[src/include/aut_consts.vh]
// Purpose: constants of the address table command block
// Assumes: register numbers are used directly as addresses
// Notes: entry is {attr[8:0], mac_high[15:0], mac_low[31:0]}
`ifndef AUT_CONSTS_VH
`define AUT_CONSTS_VH

// register numbers
`define AUT_ADDR_CMD 16'h1800
`define AUT_ADDR_WR_LO 16'h1801
`define AUT_ADDR_WR_HI 16'h1802
`define AUT_ADDR_RD_LO 16'h1803
`define AUT_ADDR_RD_HI 16'h1804
`define AUT_ADDR_STS 16'h1805

// command bits
`define AUT_CMD_MAKE 2
`define AUT_CMD_FIRST 1
`define AUT_CMD_NEXT 0
`define AUT_CMD_RESET 3'h0

// status bits
`define AUT_STS_MAKE_PEND 0
`define AUT_STS_GET_PEND 1

// high data word fields
`define AUT_HI_VALID 24
`define AUT_HI_AGE 23
`define AUT_HI_STATIC 22
`define AUT_HI_PORT_MULTI 18
`define AUT_HI_MSB 24
`define AUT_DATA_RESET 32'h00000000

// table geometry
`define AUT_ENTRY_W 57
`define AUT_IDX_W 6
`define AUT_DEPTH 7'h40
`define AUT_E_VALID 56
`define AUT_E_AGE 55
`define AUT_E_STATIC 54

// aging sweep period
`define AUT_AGE_PERIOD_S 40'd300
`define AUT_CLK_HZ 40'd250000000
`define AUT_AGE_CYCLES (`AUT_AGE_PERIOD_S * `AUT_CLK_HZ)

`endif

[src/design/aut_table_mem.v]
// Purpose: storage array of the address table
// Assumes: one write port, one asynchronous read port
// Notes: contents are undefined until the owner clears them
module aut_table_mem (
  // clock
  input wire sys_clk,
  // write port
  input wire we,
  input wire [5:0] waddr,
  input wire [56:0] wdata,
  // read port
  input wire [5:0] raddr,
  output wire [56:0] rdata
);

  reg [56:0] mem [0:63];

  always @(posedge sys_clk) begin
    if (we) begin
      mem[waddr] <= wdata;
    end
  end

  assign rdata = mem[raddr];

endmodule

[src/design/aut_table_cmd.v]
// Purpose: software access to the address forwarding table
// Assumes: register port driven by logic on sys_clk
// Notes: table is cleared by a sweep after reset; commands wait for it
`include "aut_consts.vh"

// What this block does
// - a set make bit stores the staged two-word entry into the table
// - the table logic picks the slot: matching entry, else first free
// - make also overwrites or deletes an existing matching entry
// - writing zero to any command bit starts nothing
// - get first rewinds the pointer and loads the first valid entry
// - get next loads the next valid entry after the pointer
// - status register shows whether a make is still running
// - low write word holds first 32 mac bits, bit 0 multicast
// - valid bit 24 set makes entry valid; clear deletes the match
// - static entries never age; others expire after one to two periods if made with age bit 23 set, else at the next sweep
// - port field bits 18:16, bit 18 selects a port set
module aut_table_cmd #(
  parameter [39:0] AGE_CYCLES = `AUT_AGE_CYCLES
) (
  // clock and reset
  input wire sys_clk,
  input wire sys_rst,
  // register port
  input wire reg_wr,
  input wire reg_rd,
  input wire [15:0] reg_addr,
  input wire [31:0] reg_wdata,
  output reg [31:0] reg_rdata_r,
  output reg reg_rvalid_r
);

  localparam S_CLEAR = 3'd0;
  localparam S_IDLE = 3'd1;
  localparam S_MSCAN = 3'd2;
  localparam S_MWRITE = 3'd3;
  localparam S_GSCAN = 3'd4;
  localparam S_AGE = 3'd5;

  reg [2:0] state_r;
  reg [6:0] idx_r;
  reg [2:0] cmd_r;
  reg [31:0] wr_lo_r;
  reg [24:0] wr_hi_r;
  reg [31:0] rd_lo_r;
  reg [24:0] rd_hi_r;
  reg [6:0] rd_ptr_r;
  reg [6:0] get_from_r;
  reg make_pend_r;
  reg get_pend_r;
  reg hit_r;
  reg free_r;
  reg [5:0] hit_idx_r;
  reg [5:0] free_idx_r;
  reg [39:0] age_cnt_r;
  reg age_due_r;

  reg mem_we;
  reg [5:0] mem_waddr;
  reg [56:0] mem_wdata;
  wire [56:0] ent;
  wire [56:0] new_ent;
  wire at_end;
  wire cmd_wr;
  wire make_set;
  wire first_set;
  wire next_set;
  wire get_set;
  wire make_done;
  wire get_done;
  wire sweep_start;

  // fields kept as written, port set flag included
  assign new_ent = {wr_hi_r[`AUT_HI_MSB:16], wr_hi_r[15:0], wr_lo_r};
  assign at_end = (idx_r == `AUT_DEPTH);
  assign cmd_wr = reg_wr && (reg_addr == `AUT_ADDR_CMD);
  // only a 0 to 1 transition starts a command
  assign make_set = cmd_wr && reg_wdata[`AUT_CMD_MAKE] &&
                    !cmd_r[`AUT_CMD_MAKE];
  assign first_set = cmd_wr && reg_wdata[`AUT_CMD_FIRST] &&
                     !cmd_r[`AUT_CMD_FIRST];
  assign next_set = cmd_wr && reg_wdata[`AUT_CMD_NEXT] &&
                    !cmd_r[`AUT_CMD_NEXT];
  assign get_set = first_set || next_set;
  assign make_done = (state_r == S_MWRITE);
  assign get_done = (state_r == S_GSCAN) && (at_end || ent[`AUT_E_VALID]);
  assign sweep_start = (state_r == S_IDLE) && !make_pend_r &&
                       !get_pend_r && age_due_r;

  aut_table_mem u_mem (
    .sys_clk(sys_clk),
    .we(mem_we),
    .waddr(mem_waddr),
    .wdata(mem_wdata),
    .raddr(idx_r[5:0]),
    .rdata(ent)
  );

  // table write port
  always @* begin
    mem_we = 1'b0;
    mem_waddr = idx_r[5:0];
    mem_wdata = {`AUT_ENTRY_W{1'b0}};
    case (state_r)
      S_CLEAR: begin
        mem_we = 1'b1;
      end
      S_MWRITE: begin
        // match wins over a free slot; clear valid only deletes
        mem_waddr = hit_r ? hit_idx_r : free_idx_r;
        mem_we = hit_r || (free_r && new_ent[`AUT_E_VALID]);
        // invalid write wipes the match, manual or learned
        mem_wdata = new_ent[`AUT_E_VALID] ? new_ent :
                    {`AUT_ENTRY_W{1'b0}};
      end
      S_AGE: begin
        // static entries are left alone
        if (!at_end && ent[`AUT_E_VALID] && !ent[`AUT_E_STATIC]) begin
          mem_we = 1'b1;
          if (ent[`AUT_E_AGE]) begin
            mem_wdata = ent &
                        ~({{(`AUT_ENTRY_W-1){1'b0}}, 1'b1} << `AUT_E_AGE);
          end
        end
      end
      default: begin
        mem_we = 1'b0;
      end
    endcase
  end

  // sequencer
  always @(posedge sys_clk) begin
    if (sys_rst) begin
      state_r <= S_CLEAR;
      idx_r <= 7'h00;
      hit_r <= 1'b0;
      free_r <= 1'b0;
      hit_idx_r <= 6'h00;
      free_idx_r <= 6'h00;
      rd_lo_r <= `AUT_DATA_RESET;
      rd_hi_r <= 25'h0000000;
      rd_ptr_r <= 7'h00;
    end else begin
      case (state_r)
        S_CLEAR: begin
          if (idx_r == `AUT_DEPTH - 7'h01) begin
            state_r <= S_IDLE;
            idx_r <= 7'h00;
          end else begin
            idx_r <= idx_r + 7'h01;
          end
        end
        S_IDLE: begin
          hit_r <= 1'b0;
          free_r <= 1'b0;
          if (make_pend_r) begin
            state_r <= S_MSCAN;
            idx_r <= 7'h00;
          end else if (get_pend_r) begin
            state_r <= S_GSCAN;
            idx_r <= get_from_r;
          end else if (age_due_r) begin
            state_r <= S_AGE;
            idx_r <= 7'h00;
          end
        end
        S_MSCAN: begin
          if (at_end) begin
            state_r <= S_MWRITE;
          end else if (ent[`AUT_E_VALID] && ent[47:0] == new_ent[47:0]) begin
            hit_r <= 1'b1;
            hit_idx_r <= idx_r[5:0];
            state_r <= S_MWRITE;
          end else begin
            if (!ent[`AUT_E_VALID] && !free_r) begin
              free_r <= 1'b1;
              free_idx_r <= idx_r[5:0];
            end
            idx_r <= idx_r + 7'h01;
          end
        end
        S_MWRITE: begin
          state_r <= S_IDLE;
        end
        S_GSCAN: begin
          // pointer parks at the end when nothing more is valid
          if (at_end) begin
            rd_lo_r <= `AUT_DATA_RESET;
            rd_hi_r <= 25'h0000000;
            rd_ptr_r <= idx_r;
            state_r <= S_IDLE;
          end else if (ent[`AUT_E_VALID]) begin
            rd_lo_r <= ent[31:0];
            rd_hi_r <= {ent[56:48], ent[47:32]};
            rd_ptr_r <= idx_r;
            state_r <= S_IDLE;
          end else begin
            idx_r <= idx_r + 7'h01;
          end
        end
        S_AGE: begin
          if (at_end) begin
            state_r <= S_IDLE;
          end else begin
            idx_r <= idx_r + 7'h01;
          end
        end
        default: begin
          state_r <= S_IDLE;
        end
      endcase
    end
  end

  // software registers and pending flags; a new request beats completion
  always @(posedge sys_clk) begin
    if (sys_rst) begin
      cmd_r <= `AUT_CMD_RESET;
      wr_lo_r <= `AUT_DATA_RESET;
      wr_hi_r <= 25'h0000000;
      make_pend_r <= 1'b0;
      get_pend_r <= 1'b0;
      get_from_r <= 7'h00;
    end else begin
      if (cmd_wr) begin
        cmd_r <= reg_wdata[2:0];
      end
      if (reg_wr && reg_addr == `AUT_ADDR_WR_LO) begin
        wr_lo_r <= reg_wdata;
      end
      if (reg_wr && reg_addr == `AUT_ADDR_WR_HI) begin
        wr_hi_r <= reg_wdata[24:0];
      end
      // held from acceptance until the make write cycle or the get load cycle
      make_pend_r <= make_set || (make_pend_r && !make_done);
      get_pend_r <= get_set || (get_pend_r && !get_done);
      if (first_set) begin
        get_from_r <= 7'h00;
      end else if (next_set) begin
        get_from_r <= (rd_ptr_r == `AUT_DEPTH) ? `AUT_DEPTH :
                      rd_ptr_r + 7'h01;
      end
    end
  end

  // aging tick: two sweeps give an entry made with age bit 23 set one to two periods of life; one made with it clear goes at the next sweep
  always @(posedge sys_clk) begin
    if (sys_rst) begin
      age_cnt_r <= 40'h0000000000;
      age_due_r <= 1'b0;
    end else begin
      if (age_cnt_r >= AGE_CYCLES - 40'h0000000001) begin
        age_cnt_r <= 40'h0000000000;
      end else begin
        age_cnt_r <= age_cnt_r + 40'h0000000001;
      end
      age_due_r <= (age_cnt_r >= AGE_CYCLES - 40'h0000000001) ||
                   (age_due_r && !sweep_start);
    end
  end

  // read port, one cycle latency, unmapped reads zero
  always @(posedge sys_clk) begin
    if (sys_rst) begin
      reg_rdata_r <= 32'h00000000;
      reg_rvalid_r <= 1'b0;
    end else begin
      reg_rvalid_r <= reg_rd;
      if (reg_rd) begin
        case (reg_addr)
          `AUT_ADDR_CMD: reg_rdata_r <= {29'h00000000, cmd_r};
          `AUT_ADDR_WR_LO: reg_rdata_r <= wr_lo_r;
          `AUT_ADDR_WR_HI: reg_rdata_r <= {7'h00, wr_hi_r};
          `AUT_ADDR_RD_LO: reg_rdata_r <= rd_lo_r;
          `AUT_ADDR_RD_HI: reg_rdata_r <= {7'h00, rd_hi_r};
          `AUT_ADDR_STS: reg_rdata_r <= {30'h00000000, get_pend_r,
                                         make_pend_r};
          default: reg_rdata_r <= 32'h00000000;
        endcase
      end else begin
        reg_rdata_r <= 32'h00000000;
      end
    end
  end

endmodule

[config.mk]
export PLATFORM = sky130hd
export DESIGN_NAME = aut_table_cmd
export DESIGN_NICKNAME = d
export VERILOG_FILES = /design/src/design/aut_table_mem.v /design/src/design/aut_table_cmd.v
export VERILOG_INCLUDE_DIRS = /design/src /design/src/include
export SDC_FILE = /design/constraint.sdc
export NUM_CORES = 2
export LEC_CHECK = 0
export ABC_CLOCK_PERIOD_IN_PS = 15300
export BUFFER_PORTS_ARGS = -buffer_cell sky130_fd_sc_hd__buf_2
export CAP_MARGIN = 20
export CELL_PAD_IN_SITES_DETAIL_PLACEMENT = 1
export CELL_PAD_IN_SITES_GLOBAL_PLACEMENT = 1
export CORE_ASPECT_RATIO = 0.6
export CORE_MARGIN = 5
export CORE_UTILIZATION = 25
export CTS_CLUSTER_SIZE = 8
export DETAILED_ROUTE_END_ITERATION = 8
export PLACE_DENSITY_LB_ADDON = 0.1
export SKIP_CTS_REPAIR_TIMING = 1
export SKIP_LAST_GASP = 1
export SYNTH_ARGS = -nofsm -noshare
export SYNTH_HDL_FRONTEND = slang
export SYNTH_HIERARCHICAL = 1
export SYNTH_SLANG_ARGS = --single-unit
[constraint.sdc]
create_clock -name sys_clk -period 15.3 [get_ports sys_clk]
set_input_delay 0.765 -clock sys_clk [delete_from_list [all_inputs] [get_ports sys_clk]]
set_output_delay 0.765 -clock sys_clk [all_outputs]
set_load 0.02 [all_outputs]
Word level (Yosys, flattened, before mapping):

Memories as Yosys holds them, arrays and structs flattened. A register that Yosys moved wholly into a read port is not among the register bits.
Index checks and enable logic that the tools add are counted.

* register bits after elaboration: 231
* bits in writable memories: 3648
* output and inout port bits: 33
* word-level logic and storage cells: 154
* memories kept: 1

* $add $sub $neg: 3
* magnitude comparators: 1
* equality and inequality tests: 27
* mux-type cells: 47
* bitwise gates (word level): 3
* reductions and logical operators: 53

Memory list
* u_mem.mem: depth 64, bits a word 57, rd ports 1, clocked after Yosys merged registers in 1, write ports 1, line aut_table_mem.v:16 `reg [56:0] mem [0:63];`

Operators with widths (count)
* case mux 32 bit (6 select lines): 1
* 2-to-1 mux 57 bit: 3
* case mux 57 bit (2 select lines): 1
* equality test 16 x 13 -> 1 bit (second input constant): 6
* 2-to-1 mux 7 bit: 12
* 2-to-1 mux 32 bit: 2
* 2-to-1 mux 25 bit: 2
* equality test 48 bit: 1
* adder 40 x 1 -> 40 bit (second input constant): 1
* greater-or-equal comparator 40 x 37 -> 1 bit (second input constant): 1
* case mux 7 bit (5 select lines): 1
* 2-to-1 mux 3 bit: 9
* 2-to-1 mux 6 bit: 4
* logical AND 1 bit: 21
* inequality test 2 bit (second input constant): 9
* case mux 3 bit (5 select lines): 1
* adder 7 x 1 -> 7 bit (second input constant): 2
* equality test 7 bit (second input constant): 2
* logical NOT 1 bit: 12
* 2-to-1 mux 1 bit: 8
* AND reduction 4 bit: 2
* equality test 7 x 6 -> 1 bit (second input constant): 1
* AND reduction 7 bit: 1
* equality test 3 x 2 -> 1 bit (second input constant): 2
* 15 further kinds: 29

Longest topological paths before layout:

* depth after elaboration: 8
* depth in mapped cells: 17
* mapped depth without buffers: 11

Modules after synthesis:

The synthesis kept the hierarchy.

By module, submodules not included
* aut_table_mem: times used 1, cells each 5703, area each 138385.2 um2, seq. area each 109545.1 um2
* aut_table_cmd: times used 1, cells each 1267, area each 10660.2 um2, seq. area each 4624.4 um2

Least setup slack after synthesis:

No wires, ideal clock.

* path type: register to register
* start: register idx_r[0]
* end: memory u_mem.mem[49][0] (enable)
* library setup time: 542 ps
* data arrival time: 6811 ps
* data required time: 14758 ps
* setup slack: 7947 ps
* stages on the path, launching flop included: 15
* buffers on the path: 4
* period minus slack after synthesis: 7353 ps
* path through: dfxtp_1 buf_4 buf_6 buf_2 buf_2 mux4_2 mux2i_1 o22ai_1 a31oi_1 nor2_1 nand3b_1 nor3_1 o21bai_1 nand4_1 nor3_1

* longest elaborated chain between the ends: 8

Ends and longest elaborated chain
* start, declared: line aut_table_cmd.v:41 `reg [6:0] idx_r;`
* start signal, assigned: line aut_table_cmd.v:151 `idx_r <= idx_r + 7'h01;`
* start signal, assigned: line aut_table_cmd.v:162 `idx_r <= get_from_r;`
* start signal, assigned: line aut_table_cmd.v:180 `idx_r <= idx_r + 7'h01;`
* equality test 7 bit (no line)
* logical NOT 1 bit: line aut_table_cmd.v:118 `` if (!at_end && ent[`AUT_E_VALID] && !ent[`AUT_E_STATIC]) begin ``
* logical AND 1 bit (2 in series): line aut_table_cmd.v:118
* 2-to-1 mux 1 bit: line aut_table_cmd.v:118
* case mux 1 bit (3 select lines): line aut_table_cmd.v:104 `case (state_r)`
* via mem_we: line aut_table_cmd.v:58 `reg mem_we;`
* 2-to-1 mux 1 bit: line aut_table_mem.v:19 `if (we) begin`
* 2-to-1 mux 1 bit (not written as such): line aut_table_mem.v:20 `mem[waddr] <= wdata;`
* end, declared: line aut_table_mem.v:16

The timed path passes the listed nets, and every way through them passes these cells.

Final worst setup path:

* start: register idx_r[0]
* end: memory u_mem.mem[44][36] (enable)

The elaborated chain is that of the path after synthesis.

==> impl_metrics.json <==
{
  "skew_ns": 0.0472,
  "critical_path.startpoint_type": "register",
  "drc": 0,
  "critical_path.max_stage_delay_ns": 0.81,
  "period_share_pct": 53.4,
  "rsz0062_at_grt": "no",
  "clkSinkCount": 3879,
  "cp-end-kind": "register",
  "path_max_fanout": 39,
  "leakage_nw": 47.7,
  "crit_chain": "buf_4 > buf_4 > mux4_2 > mux2i_1 > o22ai_1 > a31oi_1 > nor2_1 > nand3b_1 > nor3_1 > o21bai_1 > nor2b_1 > nand2_1 > buf_4 > nor2_4 > buf_4 > buf_4",
  "area_growth_pct": 18.3,
  "cts_buffer_depth": 4,
  "min_period_ns": 8.17,
  "coreArea_sq_mm": 0.594,
  "ys_ff_latch": 3879,
  "synth-edff-count": 3648,
  "max_freq_ghz": 0.122,
  "synth_top_flop_cell": "edfxtp_1",
  "drt_wl_total_mm": 566,
  "syn_area_per_cell_sq_um": 21.4,
  "cap_violations": 0,
  "tns_ns": 0,
  "antenna_left": 0,
  "grt_max_degree": 91,
  "setup_viol": 0,
  "async_flop_share_pct": 0,
  "max-slew-margin-rel_pct": -3.18,
  "synth.most_common_cell": "edfxtp_1",
  "critPathKind": "register to register",
  "finalHoldViolCount": 0,
  "hp-class": "input port to register",
  "yosysTopAreaCellShare_pct": 73.5,
  "clk_pin_slew_ns": 0.06,
  "cts_max_level": 6,
  "io_pins": 85,
  "violations": "max-slew violations",
  "critPathSlowestCell": "buf_4",
  "grt_util_all_layers_pct": 18.0,
  "syn_area_sq_mm": 0.149,
  "layout.nets": 7601,
  "synth_top_area_cell": "edfxtp_1",
  "tightest_slew_ns": 1.55,
  "layout-drive-gt1-share_pct": 29.3,
  "die_y_um": 608,
  "overflow": 0,
  "initial_core_util_pct": 25.1,
  "io_buffers": 84,
  "required_ns": 15.93,
  "p_total_mw": 23.8,
  "die_x_mm": 1.01,
  "drv_slew": 2,
  "ys_warn_count": 6,
  "synth_seq_area_share_pct": 76.6,
  "syn_inst": 6970,
  "rows": 219,
  "outcome": "finished with violations",
  "yosysUniqueCellTypes": 68,
  "power_density_mw_per_mm2": 135,
  "ys_top_cells_by_area": "edfxtp_1, mux4_2, dfxtp_1",
  "synth_common_cells": "edfxtp_1, mux4_2, nor2_1, nand2_1, dfxtp_1",
  "place.gp.congestion": 0.775,
  "vias": 77700,
  "root_buffer": "clkbuf_16",
  "critPathArrivalTime_ns": 8.80,
  "numCtsBuffers": 555,
  "dieArea_sq_mm": 0.612,
  "grt_pass1_wl_mm": 752,
  "crit_path_frequent_cell": "buf_4",
  "grt_pass1_vias": 79600,
  "dr.pass1.iters": 5,
  "irDropWorstVdd_v": 0.000109,
  "drt-vias-per-instance": 4.95,
  "place_hpwl_mm": 326,
  "antenna_found_initial": 61,
  "clk_latency_ns": 1.01,
  "cts_tree": "yes",
  "drt_iter0_markers": 9471,
  "routedWlPerCell_um": 36.1
}
==> where the power goes <==
group	internal (mW)	total, mW	switching, mW
logic	0.324	1.02	0.695
clock network	6.73	11.3	4.56
registers	11.5	11.5	0.0224
total	18.6	23.8	5.28
==> through the flow <==
| stage | instance area, sq um | hold WS [ns] | std cells | setup WS, ns | util (%) |
|---|---|---|---|---|---|
| 2_1_floorplan | 149000 | 0.428 | 6972 | 7.95 | - |
| 3_3_place_gp | 161000 | 0.439 | 14900 | 6.80 | 27.1 |
| 3_5_place_dp | 161000 | 0.447 | 14900 | 6.82 | 27.1 |
| 4_1_cts | 176000 | -0.0734 | 15700 | 6.82 | 29.7 |
| 5_1_grt | 176000 | 0.00293 | 15700 | 6.77 | 29.7 |
| 6_report | 176000 | 0.0555 | 15700 | 7.13 | 29.7 |
==> critical path, delay by kind of cell, from the launching register on <==
family | cells | cell delay, ns
AO/OA/AOI/OAI | 3 | 0.90
buffers and inverters | 5 | 3.08
flip-flops | 1 | 0.65
multiplexers | 2 | 0.80
AND/OR/NAND/NOR | 6 | 1.83
==> cells by family (layout without fill, tap and decap cells) <==
group / count (synthesis) / count (layout) / synth area share [%]
DFF: 3879 / 3879 / 76.6
muxes: 1184 / 1184 / 16.4
and+or+nand+nor: 793 / 793 / 2.39
AOI/OAI and AO/OA: 593 / 593 / 2.67
buffers and inverters: 429 / 1167 / 1.42
xor gates and xnor gates: 86 / 86 / 0.505
adders and majority gates: 5 / 5 / 0.0420
other: 1 / 16 / 0.00252
==> layout make-up <==
cell class              count  area, sq um
diodes                     13         32.5
fillers                 59400       417000
repair buffers            427         3250
multi-input cells        2664        33600
clock inverters            31          470
clock buffers             692        14800
well taps                7956         9950
flip-flops and latches   3879       114000
inverters                  17         68.8
==> worst paths after layout <==
check,cells after the start,start,slack (ns),to
worst max-delay path,16,idx_r[0],7.13,u_mem/mem[44][36]
worst min-delay path,3,reg_wdata[30],0.06,wr_lo_r[30]
worst min register to register,2,rd_hi_r[6],0.45,rd_hi_r[6]
worst max register to register,16,idx_r[0],7.13,u_mem/mem[44][36]
==> registers in the layout, summed over array words and instances (netlist names), 3 cells and up <==
| name | flops |
|---|---|
| hit_idx_r | 6 |
| wr_hi_r | 25 |
| reg_rdata_r | 32 |
| age_cnt_r | 40 |
| wr_lo_r | 32 |
| idx_r | 7 |
| rd_lo_r | 32 |
| cmd_r | 3 |
| free_idx_r | 6 |
| rd_ptr_r | 7 |
| state_r | 3 |
| get_from_r | 7 |
| rd_hi_r | 25 |
| u_mem/mem | 3648 |
==> layout by cell type, fill, tap and decap left out, types with 14 or more instances in the layout <==
master and count:
a21oi_1 147, a222oi_1 24, a22o_1 27, a22o_2 38
a31oi_1 35, buf_12 15, buf_2 84, buf_4 314
clkbuf_1 116, clkbuf_16 575, dfxtp_1 225, edfxtp_1 3648
inv_1 15, mux2_2 48, mux2i_1 138, mux4_2 998
nand2_1 260, nand2b_1 14, nand3_1 97, nor2_1 210
nor2_4 63, nor2b_1 15, nor3_1 21, nor4_1 15
o21ai_0 41, o221ai_1 25, o22a_1 19, o22ai_1 170
xnor2_1 18, xor2_1 67
==> routing by layer <==
metal	vias up	routed length (um)	GRT usage [%]
met3	641	36600	3.19
met2	2784	242000	26.1
met5	-	13	0
li1	30300	-	-
met1	43900	277000	28.3
met4	2	10500	3.12
Power figures use the tool's default switching activity.
